<file path="src/hw/cal_ctrl_consts.svh">
// Register indices, field positions, reset values and counts of the calibration control bank.
`ifndef CAL_CTRL_CONSTS_SVH
`define CAL_CTRL_CONSTS_SVH
`define TS_CTRL_IDX 8'h3B
`define PE_IDX 8'h48
`define INSEL_IDX 8'h60
`define CALEN_IDX 8'h61
`define CALCFG_IDX 8'h62
`define CALSTAT_IDX 8'h6A
`define TS_CTRL_RST 8'h00
`define PE_RST 8'h00
`define INSEL_RST 8'h01
`define CALEN_RST 8'h01
`define CALCFG_RST 8'h01
`define TS_CTRL_MASK 8'h03
`define PE_MASK 8'h0F
`define INSEL_MASK 8'h13
`define CALEN_MASK 8'h01
`define CALCFG_MASK 8'h0F
`define TS_RECV_BIT 0
`define TS_ECL_BIT 1
`define PE_EXTRA_BIT 3
`define INSEL_SWAP_BIT 4
`define CALEN_BIT 0
`define SINGLE_A 2'h1
`define SINGLE_B 2'h2
`define SINGLE_BOTH 2'h3
`define LANE_COUNT 16
`define FG_CAL_CYCLES 16'h0010
`define RESP_OKAY 2'h0
`define RESP_SLVERR 2'h2
`endif

</file>
<file path="src/hw/cal_ctrl_pkg.sv">
// Types shared by the calibration control bank.
package cal_ctrl_pkg;
    typedef enum logic [1:0] {
        ST_HOLD = 2'h0,
        ST_FORE = 2'h1,
        ST_BACK = 2'h2,
        ST_IDLE = 2'h3
    } cal_state_t;
    typedef struct packed {
        logic bgos_on;
        logic fos_on;
        logic bg_on;
        logic fg_on;
    } cal_opts_t;
    typedef struct packed {
        logic extra;
        logic [2:0] level;
    } lane_drive_t;
    typedef struct packed {
        logic a_from_b;
        logic b_from_b;
    } mux_route_t;
endpackage

</file>
<file path="src/hw/adc_input_calibration_ctrl_regs.sv">
// Calibration and input control register bank with its AXI4-Lite slave and calibration sequencer.
//
// Register access over AXI4-Lite was left to the implementer.
`include "cal_ctrl_consts.svh"
`timescale 1ns/1ps
`default_nettype none
module adc_input_calibration_ctrl_regs
    import cal_ctrl_pkg::*;
(
    // Clock and reset.
    input wire logic aclk,
    input wire logic aresetn,
    // AXI4-Lite write channels.
    input wire logic [31:0] awaddr,
    input wire logic awvalid,
    output logic awready,
    input wire logic [31:0] wdata,
    input wire logic [3:0] wstrb,
    input wire logic wvalid,
    output logic wready,
    output logic [1:0] bresp,
    output logic bvalid,
    input wire logic bready,
    // AXI4-Lite read channels.
    input wire logic [31:0] araddr,
    input wire logic arvalid,
    output logic arready,
    output logic [31:0] rdata,
    output logic [1:0] rresp,
    output logic rvalid,
    input wire logic rready,
    // Operating mode from the mode selection logic.
    input wire logic operating_mode_single,
    // Timestamp receiver and lane controls.
    output logic timestamp_receiver_on,
    output logic timestamp_lowvolt_ecl_select,
    output lane_drive_t lane_drive [`LANE_COUNT],
    // Input multiplexer and calibration controls.
    output mux_route_t input_route,
    output logic cal_in_reset,
    output logic clk_div_reset,
    output logic cal_values_reset,
    output logic foreground_cal_active,
    output logic foreground_offset_active,
    output logic background_cal_active,
    output logic background_offset_active,
    output logic foreground_finished_flag
);
    localparam int FG_MAX = 19;

    logic [7:0] ts_r, ts_nxt, pe_r, pe_nxt, insel_r, insel_nxt;
    logic [7:0] calen_r, calen_nxt, calcfg_r, calcfg_nxt;
    logic aw_got_r, aw_got_nxt, w_got_r, w_got_nxt;
    logic [7:0] wr_idx_r, wr_idx_nxt, wr_dat_r, wr_dat_nxt;
    logic wr_en_r, wr_en_nxt;
    logic bvalid_r, bvalid_nxt, rvalid_r, rvalid_nxt;
    logic [1:0] bresp_r, bresp_nxt, rresp_r, rresp_nxt;
    logic [31:0] rdata_r, rdata_nxt;
    logic [7:0] rd_idx, status;
    logic rd_hit;

    cal_state_t state_r, state_nxt;
    cal_opts_t opts_r, opts_nxt;
    mux_route_t route_r, route_nxt;
    logic prev_en_r, prev_en_nxt, done_r, done_nxt, vrst_r, vrst_nxt;
    logic [15:0] cnt_r, cnt_nxt;
    logic cal_on, cal_rise;

    assign awready = !aw_got_r && !bvalid_r && !wr_en_r;
    assign wready = !w_got_r && !bvalid_r && !wr_en_r;
    assign arready = !rvalid_r;
    assign bvalid = bvalid_r;
    assign bresp = bresp_r;
    assign rvalid = rvalid_r;
    assign rresp = rresp_r;
    assign rdata = rdata_r;
    assign rd_idx = araddr[9:2];
    assign status = {5'h00, state_r == ST_BACK, state_r == ST_FORE, done_r};

    always_comb
    begin
        rd_hit = 1'b1;
        case (rd_idx)
            `TS_CTRL_IDX: rdata_nxt = {24'h000000, ts_r};
            `PE_IDX: rdata_nxt = {24'h000000, pe_r};
            `INSEL_IDX: rdata_nxt = {24'h000000, insel_r};
            `CALEN_IDX: rdata_nxt = {24'h000000, calen_r};
            `CALCFG_IDX: rdata_nxt = {24'h000000, calcfg_r};
            `CALSTAT_IDX: rdata_nxt = {24'h000000, status};
            default:
            begin
                rdata_nxt = 32'h00000000;
                rd_hit = 1'b0;
            end
        endcase
        rresp_nxt = rresp_r;
        rvalid_nxt = rvalid_r;
        if (rvalid_r)
        begin
            rdata_nxt = rdata_r;
            if (rready)
            begin
                rvalid_nxt = 1'b0;
            end
        end
        else if (arvalid)
        begin
            rvalid_nxt = 1'b1;
            rresp_nxt = rd_hit ? `RESP_OKAY : `RESP_SLVERR;
        end
        else
        begin
            rdata_nxt = rdata_r;
        end
    end

    always_comb
    begin
        aw_got_nxt = aw_got_r;
        w_got_nxt = w_got_r;
        wr_idx_nxt = wr_idx_r;
        wr_dat_nxt = wr_dat_r;
        wr_en_nxt = 1'b0;
        bvalid_nxt = bvalid_r;
        bresp_nxt = bresp_r;
        ts_nxt = ts_r;
        pe_nxt = pe_r;
        insel_nxt = insel_r;
        calen_nxt = calen_r;
        calcfg_nxt = calcfg_r;
        if (awvalid && awready)
        begin
            aw_got_nxt = 1'b1;
            wr_idx_nxt = awaddr[9:2];
        end
        if (wvalid && wready)
        begin
            w_got_nxt = 1'b1;
            wr_dat_nxt = wstrb[0] ? wdata[7:0] : 8'h00;
            wr_en_nxt = 1'b0;
        end
        if (aw_got_r && w_got_r)
        begin
            aw_got_nxt = 1'b0;
            w_got_nxt = 1'b0;
            wr_en_nxt = 1'b1;
        end
        if (wr_en_r)
        begin
            bvalid_nxt = 1'b1;
            bresp_nxt = `RESP_OKAY;
            case (wr_idx_r)
                `TS_CTRL_IDX: ts_nxt = wr_dat_r & `TS_CTRL_MASK;
                `PE_IDX: pe_nxt = wr_dat_r & `PE_MASK;
                `INSEL_IDX: insel_nxt = wr_dat_r & `INSEL_MASK;
                `CALEN_IDX: calen_nxt = wr_dat_r & `CALEN_MASK;
                `CALCFG_IDX: calcfg_nxt = wr_dat_r & `CALCFG_MASK;
                `CALSTAT_IDX: bresp_nxt = `RESP_OKAY;
                default: bresp_nxt = `RESP_SLVERR;
            endcase
        end
        else if (bvalid_r && bready)
        begin
            bvalid_nxt = 1'b0;
        end
    end

    always_ff @(posedge aclk)
    begin
        if (!aresetn)
        begin
            ts_r <= `TS_CTRL_RST;
            pe_r <= `PE_RST;
            insel_r <= `INSEL_RST;
            calen_r <= `CALEN_RST;
            calcfg_r <= `CALCFG_RST;
            aw_got_r <= 1'b0;
            w_got_r <= 1'b0;
            wr_idx_r <= 8'h00;
            wr_dat_r <= 8'h00;
            wr_en_r <= 1'b0;
            bvalid_r <= 1'b0;
            bresp_r <= `RESP_OKAY;
            rvalid_r <= 1'b0;
            rresp_r <= `RESP_OKAY;
            rdata_r <= 32'h00000000;
        end
        else
        begin
            ts_r <= ts_nxt;
            pe_r <= pe_nxt;
            insel_r <= insel_nxt;
            calen_r <= calen_nxt;
            calcfg_r <= calcfg_nxt;
            aw_got_r <= aw_got_nxt;
            w_got_r <= w_got_nxt;
            wr_idx_r <= wr_idx_nxt;
            wr_dat_r <= wr_dat_nxt;
            wr_en_r <= wr_en_nxt;
            bvalid_r <= bvalid_nxt;
            bresp_r <= bresp_nxt;
            rvalid_r <= rvalid_nxt;
            rresp_r <= rresp_nxt;
            rdata_r <= rdata_nxt;
        end
    end

    assign timestamp_receiver_on = ts_r[`TS_RECV_BIT];
    assign timestamp_lowvolt_ecl_select = ts_r[`TS_ECL_BIT];

    // Every lane receives the same drive setting.
    for (genvar i = 0; i < `LANE_COUNT; i++)
    begin : g_lane
        assign lane_drive[i] = '{extra: pe_r[`PE_EXTRA_BIT], level: pe_r[2:0]};
    end

    assign cal_on = calen_r[`CALEN_BIT];
    assign cal_rise = cal_on && !prev_en_r;
    assign cal_in_reset = !cal_on;
    assign clk_div_reset = !cal_on;
    assign input_route = route_r;
    assign cal_values_reset = vrst_r;
    assign foreground_cal_active = state_r == ST_FORE;
    assign foreground_offset_active = (state_r == ST_FORE) && opts_r.fos_on;
    assign background_cal_active = state_r == ST_BACK;
    assign background_offset_active = (state_r == ST_BACK) && opts_r.bgos_on;
    assign foreground_finished_flag = done_r;

    always_comb
    begin
        state_nxt = state_r;
        opts_nxt = opts_r;
        route_nxt = route_r;
        cnt_nxt = cnt_r;
        done_nxt = done_r;
        vrst_nxt = 1'b0;
        prev_en_nxt = cal_on;
        if (!cal_on)
        begin
            state_nxt = ST_HOLD;
            done_nxt = 1'b0;
        end
        else
        begin
            case (state_r)
                ST_HOLD:
                begin
                    if (cal_rise)
                    begin
                        opts_nxt = cal_opts_t'(calcfg_r[3:0]);
                        vrst_nxt = 1'b1;
                        if (operating_mode_single)
                        begin
                            case (insel_r[1:0])
                                `SINGLE_B: route_nxt = '{a_from_b: 1'b1, b_from_b: 1'b1};
                                `SINGLE_BOTH: route_nxt = '{a_from_b: 1'b0, b_from_b: 1'b1};
                                default: route_nxt = '{a_from_b: 1'b0, b_from_b: 1'b0};
                            endcase
                        end
                        else
                        begin
                            route_nxt.a_from_b = insel_r[`INSEL_SWAP_BIT];
                            route_nxt.b_from_b = !insel_r[`INSEL_SWAP_BIT];
                        end
                        if (calcfg_r[0])
                        begin
                            state_nxt = ST_FORE;
                            cnt_nxt = `FG_CAL_CYCLES - 16'h0001;
                        end
                        else
                        begin
                            done_nxt = 1'b1;
                            state_nxt = calcfg_r[1] ? ST_BACK : ST_IDLE;
                        end
                    end
                end
                ST_FORE:
                begin
                    if (cnt_r == 16'h0000)
                    begin
                        done_nxt = 1'b1;
                        state_nxt = opts_r.bg_on ? ST_BACK : ST_IDLE;
                    end
                    else
                    begin
                        cnt_nxt = cnt_r - 16'h0001;
                    end
                end
                ST_BACK: state_nxt = ST_BACK;
                ST_IDLE: state_nxt = ST_IDLE;
                default: state_nxt = ST_HOLD;
            endcase
        end
    end

    always_ff @(posedge aclk)
    begin
        if (!aresetn)
        begin
            state_r <= ST_HOLD;
            opts_r <= cal_opts_t'(4'h1);
            route_r <= '{a_from_b: 1'b0, b_from_b: 1'b0};
            cnt_r <= 16'h0000;
            done_r <= 1'b0;
            vrst_r <= 1'b0;
            prev_en_r <= 1'b0;
        end
        else
        begin
            state_r <= state_nxt;
            opts_r <= opts_nxt;
            route_r <= route_nxt;
            cnt_r <= cnt_nxt;
            done_r <= done_nxt;
            vrst_r <= vrst_nxt;
            prev_en_r <= prev_en_nxt;
        end
    end

    AST_TS_CTRL: assert property (@(posedge aclk) disable iff (!aresetn)
        wr_en_r && wr_idx_r == `TS_CTRL_IDX |=>
        timestamp_receiver_on == $past(wr_dat_r[0]) && timestamp_lowvolt_ecl_select == $past(wr_dat_r[1]))
        else $error("timestamp control not applied");
    AST_LANES: assert property (@(posedge aclk) disable iff (!aresetn)
        lane_drive[`LANE_COUNT-1] == lane_drive[0] && lane_drive[0].level == pe_r[2:0])
        else $error("lane drive differs between lanes");
    AST_EXTRA: assert property (@(posedge aclk) disable iff (!aresetn)
        wr_en_r && wr_idx_r == `PE_IDX |=> lane_drive[5].extra == $past(wr_dat_r[3]))
        else $error("boost bit not applied");
    AST_ROUTE_HOLD: assert property (@(posedge aclk) disable iff (!aresetn)
        !cal_rise |=> $stable(input_route))
        else $error("input route changed without calibration start");
    AST_SWAP: assert property (@(posedge aclk) disable iff (!aresetn)
        cal_rise && state_r == ST_HOLD && !operating_mode_single |=>
        input_route.a_from_b == $past(insel_r[4]) && input_route.b_from_b != $past(insel_r[4]))
        else $error("dual channel route wrong");
    AST_SINGLE: assert property (@(posedge aclk) disable iff (!aresetn)
        cal_rise && state_r == ST_HOLD && operating_mode_single && insel_r[1:0] == 2'h2 |=>
        input_route == 2'h3)
        else $error("single channel route wrong");
    AST_HOLD: assert property (@(posedge aclk) disable iff (!aresetn)
        !cal_on |=> state_r == ST_HOLD && !foreground_finished_flag)
        else $error("calibration not held in reset");
    AST_DIV: assert property (@(posedge aclk) disable iff (!aresetn)
        wr_en_r && wr_idx_r == `CALEN_IDX && !wr_dat_r[0] |=> clk_div_reset && cal_in_reset)
        else $error("dividers not reset");
    AST_FOREGROUND_FINISHED_FLAG: assert property (@(posedge aclk) disable iff (!aresetn)
        state_r == ST_HOLD && cal_rise && calcfg_r[0] |->
        ##[1:FG_MAX] (foreground_finished_flag || !cal_on))
        else $error("foreground done too late");
    AST_SKIP: assert property (@(posedge aclk) disable iff (!aresetn)
        state_r == ST_HOLD && cal_rise && !calcfg_r[0] |=> done_r && vrst_r && !foreground_cal_active)
        else $error("skipped foreground not flagged");
    AST_BGOS: assert property (@(posedge aclk) disable iff (!aresetn)
        background_offset_active |-> background_cal_active && opts_r.bg_on)
        else $error("background offset without background");
endmodule
`default_nettype wire

</file>
<file path="config.mk">
export PLATFORM = sky130hd
export DESIGN_NAME = adc_input_calibration_ctrl_regs
export DESIGN_NICKNAME = d
export VERILOG_FILES = /design/src/hw/cal_ctrl_pkg.sv /design/src/hw/adc_input_calibration_ctrl_regs.sv
export VERILOG_INCLUDE_DIRS = /design/src /design/src/hw
export SDC_FILE = /design/constraint.sdc
export NUM_CORES = 1
export LEC_CHECK = 0
export ABC_CLOCK_PERIOD_IN_PS = 2700
export BUFFER_PORTS_ARGS = -buffer_cell sky130_fd_sc_hd__buf_2
export CORE_MARGIN = 2
export CORE_UTILIZATION = 45
export DETAILED_ROUTE_END_ITERATION = 12
export PLACE_DENSITY = 0.82
export SLEW_MARGIN = 20
export SYNTH_ARGS = -nofsm -noshare
export SYNTH_HDL_FRONTEND = slang
export SYNTH_SLANG_ARGS = --single-unit
</file>
<file path="constraint.sdc">
create_clock -name aclk -period 2.7 [get_ports aclk]
set_input_delay 0.405 -clock aclk [delete_from_list [all_inputs] [get_ports aclk]]
set_output_delay 0.405 -clock aclk [all_outputs]
set_load 0.01 [all_outputs]
</file>
==> reports/metrics.cfg, run 1 <==
[sta]
fin_skew_ns=0.00933
fmaxAchievable_ghz=0.449
worst_hold_slack_ns=0.300
setup_viol=0
final.setup.tns_ns=0
finalMaxSlewViolations=0
tightest_slew_ns=0.694
hold_violations=0
period_needed_ns=2.23
slew_headroom=0.534
fin_crit_sh=0.825
rsz0062_at_grt=false
finalWorstSetupSlack_ns=0.473

[floorplanning]
coreArea_um2=8300
initial_core_util=0.469
ioPinCount=225
die_y_um=97.0
die_w_um=97.0
dieArea_um2=9420
core.rowCount=33

[synthesis]
synthTopCellsByArea=dfxtp_1 (33%), buf_4 (18%), mux2i_1 (5.9%), nand2_1 (5.2%), a21boi_0 (4.0%)
yosysTopAreaCell=dfxtp_1
ys_types=52
synth_async_sr_flop_share=0
synth_edf_count=0
syn_area_um2=3890
syn_avg_cell_area_um2=8.50
syn_inst=458
ys.flop_type=dfxtp_1
synth_warnings=0
yosysTopAreaCellShare=0.334
ys_ff_latch=65
ys_seq_area_frac=0.334

[pwr]
leakage_nw=1.92
cellPowerDensity_nw_per_um2=585
vdd_drop_max_v=0.000328

[global_route]
grt.overflow.total=0
antenna_found_initial=0
grt_pass1_vias=2853
grt_pass1_wl_um=13700
grtUsageTotal=0.176
grt_max_degree=35

[layout]
nets=625
layout_commonest_cell=buf_2
antennaDiodeCount=0
final_cell_mix=buf_2 (117), dfxtp_1 (65), nand2_1 (54)
fin_util=0.507
multiInputGateArea_um2=1910
seqCellArea_um2=1300
final_cells=625
area_delta_synth_final_pct=8.00
post_route_cells_drive_above_1_share=0.290
nFillCells=787

[place]
io_buffers=117
dp_slack_ns=0.466
place_inst=610
finalWeightedCongestion=0.890
dp_hpwl_um=6450

[clock_tree]
post_cts_buffers=0
worstSkewPairLatency_ns=0.35
cts_resized=0
cts.sinks=65
cts_max_level=3
cts.path.max_buffers=2
cts_hold_buf=0
numCtsBuffers=9
cts-root-buf=clkbuf_8
cts_tree=yes
clk_pin_slew_worst_paths_ns=0.07

[setup_path]
worstReg2RegStart=cnt_r[3]
path_common_cell=or4_4
cp-start-kind=flip-flop
cpMaxStageDelayCell=or4_4
path_cells=or4_4 -> or4_4 -> nor4b_1 -> mux2i_1
arrival_ns=2.51
crit_buf_inv=0
critical_path.max_fanout=10
cp_top_family=simple AND/OR/NAND/NOR gates
end_kind=flip-flop
startpoint=cnt_r[3]
critical_path_required_ns=2.99
slowest_delay_ns=0.60
crit_type=flip-flop to flip-flop

[run_status]
status=completed

[detailed_routing]
dr.pass1.iters=4
postRouteAntennaNets=0
vias=3185
drc=0
first_iter_violations=132
vias_per_cell=5.10
totalWireLength_um=8370
avgRoutedWirePerCell_um=13.4

[run]
drv_cap=0

[hold_path]
min_path_type=input pin to flip-flop
worstHoldStart=awaddr[6]

==> cell type report <==
| type | count | area share |
|---|---|---|
| sequential | 65 | 0.309 |
| tap | 105 | 0.0312 |
| inverter | 13 | 0.0116 |
| clock inverter | 3 | 0.00357 |
| clock buffer | 12 | 0.0393 |
| timing repair buffer | 124 | 0.152 |
| multi-input combinational | 303 | 0.453 |
==> state kept, by name, summed over array words and instances, names as in the netlist, 2 cells and up <==
| register | count |
|---|---|
| cnt_r | 16 |
| wr_idx_r | 8 |
| rdata | 5 |
| wr_dat_r | 5 |
| calcfg_r | 4 |
| pe_r | 4 |
| insel_r | 3 |
| opts_r | 3 |
| input_route | 2 |
| state_r | 2 |
| ts_r | 2 |
==> synth_stat cells (2+ instances only) <==
cell and instances:
nand3b_1 7, or3_2 2, a21boi_0 21, mux2i_1 23, and3_1 2, a211oi_1 4
o31ai_1 5, nor2b_1 17, or4_1 2, nor4b_1 3, or3_1 3, dfxtp_1 65
nand2b_1 22, or2_2 2, o41ai_1 2, nor2_1 8, nand2_1 54, a311oi_1 3
a21oi_1 14, o2111ai_1 2, clkbuf_1 13, buf_4 91, o211ai_1 8, nor3b_1 3
o21a_1 3, o211a_1 6, and2_1 8, inv_1 13, nor3_1 6, nand3_1 8
nor4_1 11, o21ai_0 5, or4b_2 2, or4_4 2
==> where the power goes <==
part	total, mW	internal (mW)	switching [mW]
Clock	0.755	0.398	0.357
Sequential	1.11	1.03	0.0800
Combinational	0.593	0.254	0.339
Total	2.46	1.68	0.776
==> kinds of logic (layout without fill, tap and decap cells) <==
family	Yosys count	in the layout	share of synthesized area
simple gates	169	169	0.246
buf+inv	118	152	0.203
compound gates	81	81	0.153
flops	65	65	0.334
mux	23	23	0.0591
fa+ha+maj	1	1	0.00321
other cells	1	29	0.000963
==> tightest hold or removal path: stages <==
cell	delay, ns
buf_2	0.09
nand2_1	0.04
a21boi_0	0.06
==> per-stage QoR <==
stage	power, mW	area, um2
3_5_place_dp	1.72	4030
3_3_place_gp	1.69	4030
4_1_cts	2.47	4210
2_1_floorplan	1.60	4000
6_report	2.46	4210
5_1_grt	2.59	4210
==> routing by layer <==
| layer | share of wire | wire [um] | up-vias | global-route usage |
|---|---|---|---|---|
| li1 | - | - | 1595 | - |
| met1 | 0.46 | 3810 | 1461 | 0.226 |
| met2 | 0.46 | 3850 | 121 | 0.282 |
| met3 | 0.071 | 596 | 8 | 0.0629 |
| met4 | 0.012 | 100 | 0 | 0.0488 |
| met5 | 0 | 0 | - | 0 |
==> final timing paths <==
kind | slack (ns) | depth (start not counted) | endpoint
worst max-delay path | 0.47 | 4 | cnt_r[15]
worst max register to register | 0.47 | 4 | cnt_r[15]
worst min register to register | 0.46 | 2 | wr_dat_r[4]
worst min-delay path | 0.30 | 3 | wr_idx_r[4]
(Power assumes the default switching activity.)
==> run 2: changes to the inputs <==
Settings changed: ABC_CLOCK_PERIOD_IN_PS 2700 to 1900, CORE_UTILIZATION 45 to 40, PLACE_DENSITY 0.82 to 0.77.
Clock period 2.7 ns to 1.9 ns, I/O delays scaled along.
==> run 2 against run 1 <==
Net effect: the run now ends with negative setup slack left; final area up 8.6%; critical path depth unchanged; sequential cell count unchanged; combinational power grew 120%; clock skew is 0.0039 ns higher; routed wire length is 7.8% higher; power rose by 64%; critical endpoint is now cnt_r[10].
==> reports/metrics.cfg, run 2 (synthesized netlist as in run 1, its figures left out) <==
[setup_path]
r2r_cells=4  ; unchanged
worstReg2RegStart=cnt_r[6]
slowest_delay_ns=0.56  ; -0.04 ns
end_kind=flip-flop
cpMaxStageDelayCell=or4_4
critical_path.max_fanout=5  ; -5
endpoint=cnt_r[10]
critical_path_required_ns=2.18  ; -0.81 ns
path_cells=or4_4 -> or4_4 -> or4_1 -> a21oi_2
path_common_cell=or4_4
cp-start-kind=flip-flop
arrival_ns=2.38  ; -0.13 ns
reg2reg_slack_ns=-0.20  ; -0.67 ns
crit_type=flip-flop to flip-flop
timing.rr.end=cnt_r[10]
startpoint=cnt_r[6]

[hold_path]
min_path_type=input pin to flip-flop
worstHoldStart=awaddr[8]
worstHoldPathCells=3  ; unchanged

[pwr]
p_sw_frac=0.331  ; +0.0153
p_total_mw=4.02  ; +64%
pwr-share-seq=0.388  ; -0.064
pwr-share-comb=0.326  ; +0.085
leakage_nw=2.07  ; +7.9%
p_sw_mw=1.33  ; +72%
vdd_drop_max_v=0.000426  ; +30%
cellPowerDensity_nw_per_um2=881  ; +51%
p_int_mw=2.69  ; +60%
power_frac_clock=0.286  ; -0.021

[global_route]
grt.overflow.total=0  ; unchanged
grt_pass1_vias=2977  ; +4.3%
grt_pass1_wl_um=14400  ; +5.2%
grtUsageTotal=0.174  ; -0.00297
grt_max_degree=47  ; +34%
antenna_found_initial=0  ; unchanged

[floorplanning]
coreArea_um2=9590  ; +16%
initial_core_util=0.406  ; -0.0633
die_w_um=103  ; +5.8%
ioPinCount=225  ; unchanged
die_y_um=103  ; +5.8%
core.rowCount=36  ; +9.1%
dieArea_um2=10500  ; +12%

[detailed_routing]
first_iter_violations=99  ; -25%
dr.pass1.iters=5  ; +1
vias=3356  ; +5.4%
avgRoutedWirePerCell_um=13.3  ; -0.79%
postRouteAntennaNets=0  ; unchanged
drc=0  ; unchanged
vias_per_cell=4.94  ; -3.0%
totalWireLength_um=9020  ; +7.8%

[place]
dp_slack_ns=-0.167  ; -0.632 ns
dp_hpwl_um=6530  ; +1.3%
finalWeightedCongestion=0.885  ; -0.54%
io_buffers=117  ; unchanged

[layout]
multiInputGateArea_um2=2020  ; +5.9%
area_delta_synth_final_pct=17.3
layout_commonest_cell=buf_2
largest_reg_flops=16  ; unchanged
antennaDiodeCount=0  ; unchanged
fin_util=0.476  ; -0.0306
post_route_cells_drive_above_1_share=0.348  ; +0.0576
nFillCells=931  ; +18%
final_cell_mix=buf_2 (117), dfxtp_1 (64), nand2_1 (54)
largest-register=cnt_r
nets=650  ; +4.0%
seqCellArea_um2=1300  ; about the same
reg_top3=cnt_r (16), wr_idx_r (8)

[clock_tree]
cts.sinks=65  ; unchanged
cts-root-buf=clkbuf_8
worstSkewPairLatency_ns=0.34  ; about the same
cts.path.max_buffers=2  ; unchanged
cts_tree=yes
cts_max_level=3  ; unchanged
numCtsBuffers=9  ; unchanged
clk_pin_slew_worst_paths_ns=0.08  ; about the same

[sta]
period_needed_ns=2.10  ; -0.128 ns
fin_skew_ns=0.0132  ; +0.00390 ns
setup_viol=9  ; +9
fmaxAchievable_ghz=0.476  ; +6.1%
finalWorstSetupSlack_ns=-0.199  ; -0.672 ns
finalMaxSlewViolations=0  ; unchanged
fin_crit_sh=1.10  ; +0.280
slew_headroom=0.521  ; -0.0123
tightest_slew_ns=0.711  ; +0.0167 ns
hold_violations=0  ; unchanged
rsz0062_at_grt=true

[run_status]
violations=negative setup slack
status=finished, violations left

[run]
drv_cap=0  ; unchanged

-- run 2: changes by cell type in the layout (fill, tap and decap cells not counted), moves of 2 or more --
cell / delta
clkbuf_8: -3
nor4_4: +3
nor4b_1: -2
a21oi_1: -3
buf_6: +2
nor4_1: -4
buf_4: +21
a21oi_2: +3
-- run 2: area by class of cell --
class | instances | share of cell area
Multi-Input combinational cell | 304 | 0.442
Sequential cell | 65 | 0.285
Timing Repair Buffer | 148 | 0.183
Tap cell | 133 | 0.0364
Clock buffer | 9 | 0.0271
Clock inverter | 7 | 0.0153
Inverter | 13 | 0.0107
-- run 2: how the worst min path moves through the flow --
stage | end | slack (ns)
detailed placement | rresp[1] | 0.46
floorplan | rvalid | 0.42
global route | wr_idx_r[6] | 0.18
global placement | rdata[1] | 0.45
CTS | wr_idx_r[6] | 0.17
finish | wr_idx_r[6] | 0.18
-- run 2: power groups by stage --
stage          clock [mW]  sequential (mW)  combinational, mW
6_report             1.15             1.56               1.31
2_1_floorplan           0             1.58              0.700
3_3_place_gp            0             1.58              0.970
4_1_cts              1.18             1.56               1.17
5_1_grt              1.24             1.58               1.43
3_5_place_dp            0             1.59              0.997
-- run 2: what timing repair did --
item,CTS,global route
setup buffers,3,2
cloned,1,0
gates resized for setup,8,10
pin swaps,2,3
hold buffers,0,0
setup endpoints to repair,10,15
-- run 2: per-layer routing --
layer	vias up	global-route usage	part of all wire
met5	-	0	0
met4	0	0.0615	0.013
met3	11	0.0441	0.082
met2	146	0.286	0.49
met1	1543	0.221	0.42
li1	1656	-	-
-- run 2: critical path, delay by kind of cell (launching register included) --
family,cells,cell delay (ns)
compound gates,1,0.14
flops,1,0.31
simple gates,3,1.59
-- run 2: metrics by stage --
stage / TNS [ns] / instance area (um2) / cells / hold WS [ns]
finish: -0.958 / 4570 / 679 / 0.183
global route: -1.88 / 4570 / 679 / 0.185
floorplan: -0.866 / 4010 / 486 / 0.423
detailed placement: -1.20 / 4220 / 657 / 0.460
global placement: -0.753 / 4220 / 657 / 0.449
CTS: -1.07 / 4500 / 677 / 0.170
